`config.mk`:
```
export PLATFORM = sky130hd
export DESIGN_NAME = dbab_autobaud
export DESIGN_NICKNAME = d
export VERILOG_FILES = /design/src/dbab_autobaud.v /design/src/dbab_bit_timer.v
export VERILOG_INCLUDE_DIRS = /design/src
export SDC_FILE = /design/constraint.sdc
export NUM_CORES = 1
export LEC_CHECK = 0
export ABC_AREA = 0
export BUFFER_PORTS_ARGS = -buffer_cell sky130_fd_sc_hd__buf_2
export CAP_MARGIN = 20
export CORE_ASPECT_RATIO = 1.2
export CORE_MARGIN = 2
export CORE_UTILIZATION = 55
export DETAILED_ROUTE_END_ITERATION = 10
export PLACE_DENSITY = 0.74
export SYNTH_ARGS = -nofsm -noshare
export SYNTH_HDL_FRONTEND = slang
export SYNTH_SLANG_ARGS = --single-unit
```
`constraint.sdc`:
```
create_clock -name clk_sys -period 4.3 [get_ports clk_sys]
set_input_delay 0.645 -clock clk_sys [delete_from_list [all_inputs] [get_ports clk_sys]]
set_output_delay 0.645 -clock clk_sys [all_outputs]
set_load 0.02 [all_outputs]
```
`src/dbab_map.vh`:
```
`ifndef DBAB_MAP_VH
`define DBAB_MAP_VH
// ----------------------------------------
// Debug autobaud constants
// ----------------------------------------
`define DBAB_SYNC_CHAR    8'h80
`define DBAB_LOW_BITS     4'h8
`define DBAB_MAX_BIT_CLKS 10'h200
`define DBAB_MIN_BIT_CLKS 10'h004
`define DBAB_MEAS_W       13
`define DBAB_DIV_W        9
`define DBAB_MEAS_MAX     13'h1fff
`define DBAB_MEAS_START   13'h0001
`define DBAB_MEAS_ROUND   13'h0004
// Low run limits: 4 x 8, and the longest run that still rounds to 512
`define DBAB_MEAS_LO      13'h0020
`define DBAB_MEAS_HI      13'h1003
`define DBAB_FRAME_BITS   4'ha
`endif

```
`src/dbab_autobaud.v`:
```
`timescale 1ns/1ps
// Operation
// - After reset the port is idle, sending nothing and taking no data, until the line goes low.
// - The low run of start bit plus seven low data bits is timed and programs the bit period.
// - Measurement and bit timing both count system clock cycles.
// - Bit periods up to 512 system clocks are supported.
// - Bit periods down to four system clocks work on a clean line.
// - Characters are one start bit, eight data bits LSB first, one stop bit.
`include "dbab_map.vh"
module dbab_autobaud (
  // Clock and reset
  input  wire                  clk_sys,
  input  wire                  rst_n,
  // Debug serial line
  input  wire                  dbg_rx,
  output reg                   dbg_tx,
  output reg                   dbg_tx_oe,
  // Received data to debugger core
  output reg  [7:0]            rx_data,
  output reg                   rx_valid,
  output reg                   rx_frame_err,
  // Transmit data from debugger core
  input  wire [7:0]            tx_data,
  input  wire                  tx_start,
  output reg                   tx_busy,
  // Status
  output reg                   baud_locked,
  output reg                   baud_err,
  output reg  [`DBAB_DIV_W:0]  bit_period
);
  localparam ST_IDLE = 3'h0;
  localparam ST_MEAS = 3'h1;
  localparam ST_WAIT = 3'h2;
  localparam ST_RDY  = 3'h3;
  localparam ST_RX   = 3'h4;
  localparam ST_ERR  = 3'h5;

  // ----------------------------------------
  // Line synchroniser
  // ----------------------------------------
  reg rx_meta;
  reg rx_s;
  reg rx_d;
  always @(posedge clk_sys or negedge rst_n) begin
    if (!rst_n) begin
      rx_meta <= 1'b1;
      rx_s    <= 1'b1;
      rx_d    <= 1'b1;
    end else begin
      rx_meta <= dbg_rx;
      rx_s    <= rx_meta;
      rx_d    <= rx_s;
    end
  end
  // Idle-high reset values keep a false edge out after reset
  wire rx_fall = rx_d & ~rx_s;

  // ----------------------------------------
  // Autobaud measurement and receiver
  // ----------------------------------------
  reg [2:0]              state;
  reg [`DBAB_MEAS_W-1:0] meas;
  reg [3:0]              rx_bit;
  reg [7:0]              rx_shift;
  wire                   rx_mid;
  wire                   rx_restart = (state == ST_RDY) && rx_fall;

  // Divides the low run by eight with rounding for a tolerant period
  function [`DBAB_DIV_W:0] period_of;
    input [`DBAB_MEAS_W-1:0] m;
    reg   [`DBAB_MEAS_W-1:0] r;
    begin
      r = m + `DBAB_MEAS_ROUND;
      period_of = r[`DBAB_MEAS_W-1:3];
    end
  endfunction

  // Run under 4 clocks per bit, or over 512 after rounding
  function rate_bad;
    input [`DBAB_MEAS_W-1:0] m;
    begin
      rate_bad = (m > `DBAB_MEAS_HI) || (m < `DBAB_MEAS_LO);
    end
  endfunction

  // Stop bit position, shared by receiver and transmitter
  function last_bit;
    input [3:0] n;
    begin
      last_bit = (n == `DBAB_FRAME_BITS - 4'h1);
    end
  endfunction

  dbab_bit_timer u_rx_timer (
    .clk_sys  (clk_sys),
    .rst_n    (rst_n),
    .restart  (rx_restart),
    .period   (bit_period),
    .mid_tick (rx_mid),
    .end_tick ()
  );

  always @(posedge clk_sys or negedge rst_n) begin
    if (!rst_n) begin
      state        <= ST_IDLE;
      meas         <= {`DBAB_MEAS_W{1'b0}};
      rx_bit       <= 4'h0;
      rx_shift     <= 8'h00;
      rx_data      <= 8'h00;
      rx_valid     <= 1'b0;
      rx_frame_err <= 1'b0;
      baud_locked  <= 1'b0;
      baud_err     <= 1'b0;
      bit_period   <= `DBAB_MAX_BIT_CLKS;
    end else begin
      rx_valid <= 1'b0;
      case (state)
        ST_IDLE: begin
          // Nothing happens until the host's first falling edge
          if (rx_fall) begin
            meas  <= `DBAB_MEAS_START;
            state <= ST_MEAS;
          end
        end
        ST_MEAS: begin
          // Low run of start plus seven zero bits of 80H, timed in clk_sys
          if (!rx_s) begin
            if (meas != `DBAB_MEAS_MAX)
              meas <= meas + 1'b1;
          end else if (rate_bad(meas)) begin
            baud_err <= 1'b1;
            state    <= ST_ERR;
          end else begin
            bit_period  <= period_of(meas);
            baud_locked <= 1'b1;
            state       <= ST_WAIT;
          end
        end
        ST_WAIT: begin
          // Sync char's high D7 and stop bit still to come; no edge falls here
          state <= ST_RDY;
        end
        ST_RDY: begin
          // Timer restarts on the same edge so mid-bit samples land centred
          if (rx_fall) begin
            rx_bit <= 4'h0;
            state  <= ST_RX;
          end
        end
        ST_RX: begin
          // Bit 0 rechecks the start bit to reject glitches
          if (rx_mid) begin
            rx_bit <= rx_bit + 1'b1;
            if (rx_bit == 4'h0) begin
              if (rx_s)
                state <= ST_RDY;
            end else if (last_bit(rx_bit)) begin
              rx_data      <= rx_shift;
              rx_valid     <= rx_s;
              rx_frame_err <= ~rx_s;
              state        <= ST_RDY;
            end else begin
              rx_shift <= {rx_s, rx_shift[7:1]};
            end
          end
        end
        ST_ERR: begin
          // Bad rate stays locked out until the next reset
          state <= ST_ERR;
        end
        default: state <= ST_IDLE;
      endcase
    end
  end

  // ----------------------------------------
  // Transmitter, shares the measured period
  // ----------------------------------------
  reg [9:0] tx_shift;
  reg [3:0] tx_cnt;
  wire      tx_end;
  // Requests while busy or unlocked are dropped, not queued
  wire      tx_go = tx_start && !tx_busy && baud_locked;

  dbab_bit_timer u_tx_timer (
    .clk_sys  (clk_sys),
    .rst_n    (rst_n),
    .restart  (tx_go),
    .period   (bit_period),
    .mid_tick (),
    .end_tick (tx_end)
  );

  always @(posedge clk_sys or negedge rst_n) begin
    if (!rst_n) begin
      tx_shift  <= 10'h3ff;
      tx_cnt    <= 4'h0;
      tx_busy   <= 1'b0;
      dbg_tx    <= 1'b1;
      dbg_tx_oe <= 1'b0;
    end else begin
      // Drive only once locked, so the line stays released while idle
      dbg_tx_oe <= baud_locked;
      if (tx_go) begin
        tx_shift <= {1'b1, tx_data, 1'b0};
        tx_cnt   <= 4'h0;
        tx_busy  <= 1'b1;
        dbg_tx   <= 1'b0;
      end else if (tx_busy && tx_end) begin
        if (last_bit(tx_cnt)) begin
          tx_busy <= 1'b0;
          dbg_tx  <= 1'b1;
        end else begin
          tx_cnt   <= tx_cnt + 1'b1;
          dbg_tx   <= tx_shift[1];
          tx_shift <= {1'b1, tx_shift[9:1]};
        end
      end
    end
  end
endmodule

```
`src/dbab_bit_timer.v`:
```
`timescale 1ns/1ps
// ----------------------------------------
// Bit period timer: mid-bit and end-bit pulses
// ----------------------------------------
`include "dbab_map.vh"
module dbab_bit_timer (
  // Clock and reset
  input  wire                  clk_sys,
  input  wire                  rst_n,
  // Control
  input  wire                  restart,
  input  wire [`DBAB_DIV_W:0]  period,
  // Ticks
  output reg                   mid_tick,
  output reg                   end_tick
);
  reg [`DBAB_DIV_W:0] cnt;
  wire [`DBAB_DIV_W:0] half = {1'b0, period[`DBAB_DIV_W:1]};

  always @(posedge clk_sys or negedge rst_n) begin
    if (!rst_n) begin
      cnt      <= {(`DBAB_DIV_W+1){1'b0}};
      mid_tick <= 1'b0;
      end_tick <= 1'b0;
    end else if (restart) begin
      // Starts at one: registered ticks would stretch the first bit by a clock
      cnt      <= {{`DBAB_DIV_W{1'b0}}, 1'b1};
      mid_tick <= 1'b0;
      end_tick <= 1'b0;
    end else begin
      mid_tick <= (cnt == half - 1'b1);
      end_tick <= (cnt == period - 1'b1);
      if (cnt == period - 1'b1)
        cnt <= {(`DBAB_DIV_W+1){1'b0}};
      else
        cnt <= cnt + 1'b1;
    end
  end
endmodule

```
==> summary.txt, run 1 <==
Run status
  • Status: finished clean

Logic synthesis
  • Netlist Area Pre-Place: 0.00507 mm²
  • Register area share after synthesis: 44.8%
  • Post-Synthesis Cells: 543
  • Number of flops mapped to enable cells by yosys: 0
  • Yosys warning total: 0
  • Syn Area/Cell: 9.33 µm²
  • Yosys reg bits: 90
  • Syn nets: 567
  • Post-synth cell types: 47
  • Dominant synthesized flop cell: dfrtp_1
  • Ys async rst share: 100%

Critical path
  • Crit Path Class: register to register
  • CP required: 4.50 ns
  • WP data arrival: 2.95 ns
  • Worst setup SP type: register
  • Highest fanout seen on the critical path: 13
  • Crit. End Element: register

Finish
  • Ant diodes: 0
  • Commonest non-fill, non-tap cells in the layout: dfrtp_1 (77), nor2_1 (61), nand2_1 (55)
  • Area grow syn2layout: 7.48%
  • Filler instances: 772
  • Layout cells sized above 1: 15.5%
  • Most common cell after layout, fill and taps aside: dfrtp_1
  • Nets@finish: 580

Power
  • Leak: 2.49 nW
  • Maximum vdd drop: 206 µV
  • Overall power: 1.47 mW
  • P per Cell Area: 269 mW/mm²

Floorplan
  • Die width: 91.6 µm
  • Starting Density: 56.4%
  • Die Y: 109 µm
  • Row Count: 38
  • Die area: 0.0100 mm²
  • Ports: 37
  • Core area: 0.00899 mm²

Global routing
  • Largest net degree at the start of global routing: 57
  • Global route overflow: 0
  • First-pass GRT wire length: 17.2 mm
  • Antenna violations before repair: 0
  • Gr usage total: 21.7%
  • Vias in the first global route: 3662

Route
  • Initial DRC count: 184
  • Detailed Routing Iterations Pass 1: 4
  • Final wirelength: 10.1 mm
  • ANT nets after route: 0
  • Total number of vias: 3834
  • Wire per inst: 14.9 µm
  • Vias per cell: 5.64
  • DRC violation count after routing: 0

STA
  • Final Critical Period: 2.75 ns
  • Clock skew: 0.00635 ns
  • Slew @ Worst Pin: 0.881 ns
  • Fmax: 363 MHz
  • Final setup fails: 0
  • RSZ-0062 raised after global routing: false
  • Final hold violations: 0
  • Final Max Tran Viols: 0
  • Period Utilization, post-route: 64.1%
  • Slew HR: 41.1%
  • Setup_tns: 0 ns

Placed design
  • Port Buf Inserts: 36
  • HPWL after DPL: 7.23 mm
  • GP Congestion: 0.912

Clock tree
  • # clock sinks: 90
  • Setup bufs post-CTS: 0
  • Clock Tree Buf Depth: 2
  • Clock latency on the worst-skew pair: 0.35 ns
  • Cts hold-fix bufs: 0
  • Num CTS Buffers: 9
  • Root Buffer: clkbuf_8
  • Reg clk slew, reported paths: 0.08 ns
  • H-tree depth: 3
  • CTS tree: built
  • Post-cts resize count: 0

Hold path
  • Hold WC Path Type: input port to async pin

Job
  • Max-Cap Viols: 0
per-layer routing:
| layer | vias up | share of wire (%) | global-route usage, % |
|---|---|---|---|
| met5 | - | 0 | 0 |
| met4 | 0 | 1.6 | 7.90 |
| met3 | 15 | 3.4 | 3.94 |
| met2 | 83 | 50 | 37.5 |
| met1 | 1877 | 44 | 27.3 |
| li1 | 1859 | - | - |
path summary, 6_finish.rpt:
check,endpoint,slack [ns],depth (start not counted),from
setup / recovery,u_tx_timer.cnt[2],1.55,8,bit_period[2]
min in group clk_sys,rx_s,0.36,0,rx_meta
hold / removal,u_tx_timer.cnt[1],0.34,1,rst_n
hold reg to reg,rx_s,0.36,0,rx_meta
setup reg to reg,u_tx_timer.cnt[2],1.55,8,bit_period[2]
max in group asynchronous,rx_d,3.01,2,rst_n
synthesized netlist by cell type, types with 4 or more instances:
cell,count,share of area (%)
clkbuf_1,27,2.0
dfstp_2,13,6.7
nand2b_1,11,1.4
a31oi_1,9,1.1
buf_2,5,0.49
nand2_1,55,4.1
ha_1,12,3.0
nor2_1,61,4.5
inv_1,15,1.1
o21ai_0,24,2.4
and2_1,5,0.62
a21o_1,4,0.59
mux2_2,17,3.8
xnor2_1,48,8.3
nor3_1,17,1.7
a21oi_1,18,1.8
xor2_1,30,5.2
nor2b_1,7,0.86
nand4_1,9,1.1
nand3_1,29,2.9
and3_1,8,0.99
dfrtp_1,77,38
area by class of cell:
cell class / instances / area, µm² / area share [%]
Clock buffer: 12 / 135 / 2.48
Timing Repair Buffer: 37 / 190 / 3.49
Inverter: 15 / 56.3 / 1.03
Sequential cell: 90 / 2270 / 41.6
Tap cell: 120 / 150 / 2.76
Multi-Input combinational cell: 403 / 2610 / 47.8
Clock inverter: 3 / 41.3 / 0.758
stage by stage:
step / setup slack (ns) / util (%) / hold slack (ns) / instances / instance area (µm²)
global route: 1.31 / 60.6 / 0.357 / 680 / 5450
detailed placement: 1.57 / 58.6 / 0.347 / 665 / 5270
finish: 1.55 / 60.6 / 0.342 / 680 / 5450
CTS: 1.55 / 60.6 / 0.354 / 680 / 5450
global placement: 1.68 / 58.6 / 0.347 / 665 / 5270
floorplan: 1.64 / - / 0.345 / 543 / 5070
report_power, final:
part | switching, mW | internal, mW | total [mW]
Combinational | 0.0336 | 0.0201 | 0.0536
Clock | 0.277 | 0.265 | 0.542
Sequential | 0.0122 | 0.859 | 0.871
Total | 0.323 | 1.14 | 1.47
critical path, cell delays in order, from the launching register on:
cell and delay (ns):
dfrtp_1 0.56, inv_1 0.13, ha_1 0.32, or3_1 0.34, a311oi_1 0.26, a31oi_1 0.09
nor4b_2 0.29, nor4b_4 0.50, nor3_1 0.12
registers in the layout, indices dropped and copies added (netlist names), 3 cells and up:
register        count
bit_period         10
meas               13
rx_bit              4
rx_data             8
rx_shift            8
state               3
tx_cnt              4
tx_shift            8
u_rx_timer.cnt     10
u_tx_timer.cnt     10
logic make-up after synthesis:
kind of cell | after synthesis | share of synthesized area [%]
mux | 19 | 4.17
fa+ha+maj | 12 | 2.96
flops | 90 | 44.8
compound gates | 73 | 8.74
buf+inv | 50 | 3.83
xor+xnor | 78 | 13.5
simple gates | 221 | 22.0
Note: power is estimated with default switching activity, not from simulation.
==> inputs of run 2 (changes only) <==
--- a/config.mk
+++ b/config.mk
@@ -13,7 +13,7 @@
 export CORE_MARGIN = 2
 export CORE_UTILIZATION = 55
 export DETAILED_ROUTE_END_ITERATION = 10
-export PLACE_DENSITY = 0.74
+export PLACE_DENSITY = 0.77
 export SYNTH_ARGS = -nofsm -noshare
 export SYNTH_HDL_FRONTEND = slang
 export SYNTH_SLANG_ARGS = --single-unit
==> constraint.sdc (replaced) <==
create_clock -name clk_sys -period 2.29 [get_ports clk_sys]
set_input_delay 0.3435 -clock clk_sys [delete_from_list [all_inputs] [get_ports clk_sys]]
set_output_delay 0.3435 -clock clk_sys [all_outputs]
set_load 0.02 [all_outputs]
==> summary.txt, run 2 (synthesis gave the netlist of run 1 again) <==
Placed design
  • GP Congestion: 0.906
  • Pre-CTS setup slack: -0.0513 ns
  • HPWL after DPL: 7.65 mm
  • Port Buf Inserts: 36

Hold path
  • Hold path startpoint: dbg_rx
  • Min-Delay Endpoint: rx_meta
  • Hold WC Path Type: input port to register
  • Hold path depth: 1

STA
  • Final worst slack: 0.0706 ns
  • Slew HR: 44.2%
  • RSZ-0062 raised after global routing: true
  • Slew @ Worst Pin: 0.835 ns
  • Final hold violations: 0
  • Fmax: 451 MHz
  • Clock skew: 0.00584 ns
  • Final Max Tran Viols: 0
  • Final setup fails: 0
  • Final Critical Period: 2.22 ns
  • Period Utilization, post-route: 96.9%

Finish
  • Most flops, register: meas
  • Ant diodes: 0
  • Filler instances: 700
  • Layout cells sized above 1: 21.6%
  • Nets@finish: 598
  • Most common cell after layout, fill and taps aside: dfrtp_1
  • Largest register FFs: 13
  • Area grow syn2layout: 12.9%
  • Commonest non-fill, non-tap cells in the layout: dfrtp_1 (73), nor2_1 (61), nand2_1 (55)
  • Util after Layout: 63.7%

Power
  • Maximum vdd drop: 383 µV
  • Leak: 2.63 nW
  • P per Cell Area: 480 mW/mm²
  • Overall power: 2.75 mW

Clock tree
  • Reg clk slew, reported paths: 0.09 ns
  • H-tree depth: 3
  • Clock Tree Buf Depth: 2
  • # clock sinks: 90
  • CTS tree: built
  • Num CTS Buffers: 9
  • Root Buffer: clkbuf_8
  • Clock latency on the worst-skew pair: 0.35 ns

Route
  • Wire per inst: 15.5 µm
  • Initial DRC count: 231
  • Final wirelength: 10.8 mm
  • Total number of vias: 3977
  • Detailed Routing Iterations Pass 1: 6
  • DRC violation count after routing: 0
  • ANT nets after route: 0
  • Vias per cell: 5.69

Global routing
  • GR Util met2: 39.2%
  • Vias in the first global route: 3912
  • GR peak layer: met2
  • Global route overflow: 0
  • Antenna violations before repair: 0
  • M3 GR Usage: 3.87%
  • Largest net degree at the start of global routing: 50
  • Gr usage total: 22.2%
  • Met1 GRT Util: 26.9%
  • First-pass GRT wire length: 17.8 mm

Critical path
  • Crit. End Element: register
  • Crit Path Class: register to register
  • Critical R2R Capture: u_rx_timer.cnt[6]
  • FF-to-FF Start: bit_period[1]
  • Delay-heaviest family, CP: simple AND/OR/NAND/NOR gates
  • Crit path largest cell delay: 0.42 ns
  • R2r worst-path depth: 8
  • R2R setup slack: 0.07 ns
  • Critical-path cell list: inv_2, ha_4, nor4b_4, xnor2_1, nor4_1, nand4_1, o21ai_4, nor2_1
  • Worst setup SP type: register
  • CP required: 2.53 ns
  • WP data arrival: 2.46 ns
  • WP buf/inv: 1
  • Worst path slowest cell: dfrtp_2
  • Highest fanout seen on the critical path: 10

Floorplan
  • Die Y: 109 µm
  • Starting Density: 56.4%
  • Ports: 37
  • Die width: 91.6 µm
  • Core area: 0.00899 mm²
  • Die area: 0.0100 mm²
  • Row Count: 38

Run status
  • Status: finished clean

Job
  • Max-Cap Viols: 0
==> run 2: worst max-delay path by stage <==
stage,from,to,slack [ns],depth (start not counted)
2_1_floorplan,bit_period[2],u_tx_timer.cnt[2],-0.01,10
3_3_place_gp,bit_period[1],u_tx_timer.cnt[3],0.14,9
3_5_place_dp,bit_period[1],u_tx_timer.cnt[3],-0.05,9
4_1_cts,bit_period[1],u_tx_timer.cnt[5],0.02,9
5_1_grt,bit_period[1],u_rx_timer.cnt[4],-0.03,8
6_report,bit_period[1],u_rx_timer.cnt[6],0.07,8
==> run 2: layout make-up <==
type	instances	area [µm²]	area share, %
multi-input cells	403	2700	47.2
repair buffers	55	357	6.23
well taps	120	150	2.62
flip-flops and latches	90	2270	39.7
clock inverters	3	25.0	0.437
clock buffers	13	159	2.78
inverters	15	58.8	1.03
==> run 2: repair_timing <==
action                                 in CTS  in global routing
resized for setup                           1                 18
endpoints found under the hold margin      31                  0
setup endpoints to repair                   9                 23
buffers inserted                            0                  0
hold buffers                                1                  0
pin swaps                                   0                  2
==> run 2: per-stage QoR <==
stage | setup TNS (ns) | hold slack [ns] | cell area (µm²) | cells
finish | 0 | 0.0814 | 5720 | 699
global route | -0.390 | 0.0591 | 5720 | 699
CTS | 0 | 0.0632 | 5640 | 699
detailed placement | -0.372 | 0.349 | 5440 | 682
global placement | 0 | 0.348 | 5440 | 682
floorplan | -0.0827 | 0.0479 | 5100 | 543
==> run 2: report_power, final <==
part           switching, mW  leakage [nW]  total, mW  internal (mW)
clock                  0.546        0.0898       1.01          0.459
sequential            0.0221          1.15       1.63           1.61
combinational         0.0646          1.39      0.106         0.0418
==> run 2: metal layers <==
metal | vias to the layer above | wire, µm | share of wire, %
met3 | 28 | 458 | 4.2
met1 | 1926 | 4480 | 41
met4 | 0 | 271 | 2.5
met2 | 122 | 5590 | 52
li1 | 1901 | - | -
met5 | - | 0 | 0
==> inputs of run 3 (changes only) <==
--- a/config.mk
+++ b/config.mk
@@ -9,9 +9,10 @@
 export ABC_AREA = 0
 export BUFFER_PORTS_ARGS = -buffer_cell sky130_fd_sc_hd__buf_2
 export CAP_MARGIN = 20
-export CORE_ASPECT_RATIO = 1.2
+export CORE_ASPECT_RATIO = 1.25
 export CORE_MARGIN = 2
 export CORE_UTILIZATION = 55
+export CTS_CLUSTER_DIAMETER = 100
 export DETAILED_ROUTE_END_ITERATION = 10
 export PLACE_DENSITY = 0.77
 export SYNTH_ARGS = -nofsm -noshare
==> summary.txt, run 3 (synthesis gave the netlist of run 1 again) <==
Run status
  • Status: finished clean

STA
  • Clock skew: 0.00612 ns
  • Final Critical Period: 2.16 ns
  • Final hold violations: 0
  • Fmax: 463 MHz
  • Final worst slack: 0.129 ns
  • WHS: 0.00684 ns
  • Final setup fails: 0
  • RSZ-0062 raised after global routing: false
  • Slew HR: 46.1%
  • Period Utilization, post-route: 94.3%
  • Final Max Tran Viols: 0
  • Slew @ Worst Pin: 0.806 ns

Finish
  • Layout cells sized above 1: 21.2%
  • Ant diodes: 0
  • Nets@finish: 603
  • Post-route cell area: 0.00583 mm²
  • Commonest non-fill, non-tap cells in the layout: dfrtp_1 (75), nor2_1 (61), nand2_1 (55)
  • Util after Layout: 64.5%
  • Largest register FFs: 13
  • Area grow syn2layout: 15.0%
  • Most common cell after layout, fill and taps aside: dfrtp_1
  • Most flops, register: meas

Route
  • ANT nets after route: 0
  • Detailed Routing Iterations Pass 1: 4
  • Vias per cell: 5.57
  • Wire per inst: 15.0 µm
  • Total number of vias: 3940
  • Final wirelength: 10.6 mm
  • Initial DRC count: 212
  • DRC violation count after routing: 0

Floorplan
  • Starting Density: 56.1%
  • Row Count: 39
  • Ports: 37
  • Die width: 89.9 µm
  • Core area: 0.00903 mm²
  • Die area: 0.0100 mm²
  • Die Y: 111 µm

Critical path
  • WP data arrival: 2.34 ns
  • CP most frequent cell: buf_4
  • Worst setup SP type: register
  • R2r worst-path depth: 8
  • WP buf/inv: 2
  • Delay-heaviest family, CP: simple AND/OR/NAND/NOR gates
  • Crit. End Element: register
  • Crit path largest cell delay: 0.39 ns
  • CP required: 2.47 ns
  • Worst path slowest cell: dfrtp_1
  • Crit Path Class: register to register
  • Critical-path cell list: buf_4, nor4_2, nand2_1, o21ai_0, nand2b_1, nor4b_4, buf_4, nor3_1
  • Crit path depth: 8
  • R2R setup slack: 0.13 ns
  • Highest fanout seen on the critical path: 15

Global routing
  • Vias in the first global route: 3953
  • Global route overflow: 0
  • M3 GR Usage: 4.21%
  • Antenna violations before repair: 0
  • GR Util met2: 38.7%
  • Largest net degree at the start of global routing: 49
  • Gr usage total: 22.1%
  • Met1 GRT Util: 27.0%
  • GR peak layer: met2
  • First-pass GRT wire length: 18.1 mm

Clock tree
  • # clock sinks: 90
  • Root Buffer: clkbuf_16
  • CTS tree: built
  • Clock Tree Buf Depth: 2
  • Clock latency on the worst-skew pair: 0.34 ns
  • Cts hold-fix bufs: 0
  • Reg clk slew, reported paths: 0.06 ns
  • H-tree depth: 3
  • Num CTS Buffers: 9

Power
  • P per Cell Area: 567 mW/mm²
  • Overall power: 3.30 mW
  • Net Sw Frac: 20.8%
  • Leak: 2.67 nW
  • Total net switching power: 689 µW
  • Clk pwr share: 47.3%
  • Maximum vdd drop: 471 µV
  • Seq pwr share: 49.5%
  • Cell-internal power: 2.62 mW
  • Combinational Power Share: 3.2%

Placed design
  • Port Buf Inserts: 36
  • DP Area: 0.00548 mm²
  • Pre-CTS setup slack: 0.0799 ns
  • HPWL after DPL: 7.67 mm
  • GP Congestion: 0.937

Job
  • Max-Cap Viols: 0

Hold path
  • Hold WC Path Type: input port to async pin
run 3: cell count changes in the layout (fill, tap and decap cells not counted), moves of 2 or more:
cell	previous run	this run
xnor2_1	46	48
clkbuf_16	0	9
bufinv_16	0	2
dfrtp_1	73	75
dfrtp_2	4	2
clkbuf_8	11	0
buf_4	16	24
xnor2_2	2	0
run 3: worst paths after layout:
check / startpoint / end
setup / recovery: bit_period[4] / u_tx_timer.cnt[6]
hold / removal: rst_n / meas[4]
setup reg to reg: bit_period[4] / u_tx_timer.cnt[6]
hold reg to reg: rx_meta / rx_s
max in group asynchronous: rst_n / bit_period[1]
min in group clk_sys: dbg_rx / rx_meta
run 3: per-layer routing:
layer,up-vias,part of all wire [%]
met1,1930,43
met5,-,0
met2,69,51
li1,1915,-
met4,0,2.5
met3,26,3.3
run 3: cell type report:
class / instances / area [µm²]
clock inverter: 6 / 90.1
tap: 123 / 154
inverter: 15 / 58.8
sequential: 90 / 2270
fill: 708 / 3200
clock buffer: 10 / 229
multi-input combinational: 403 / 2650
timing repair buffer: 60 / 375
run 3: per-stage QoR:
step,std cells,TNS (ns)
2_1_floorplan,543,-0.0827
3_3_place_gp,691,0
3_5_place_dp,691,0
4_1_cts,707,0
5_1_grt,707,0
6_report,707,0
run 3: what timing repair did:
item	CTS	global route
resized for setup	0	8
endpoints found under the hold margin	0	0
setup buffers	0	0
setup endpoints to repair	0	20
run 3: power by group through the flow:
stage,Clock (mW),Sequential [mW],Combinational (mW)
after floorplan,0,1.67,0.0420
after global placement,0,1.66,0.106
after detailed placement,0,1.66,0.109
after CTS,1.60,1.63,0.109
after global routing,1.66,1.64,0.125
final,1.56,1.64,0.106
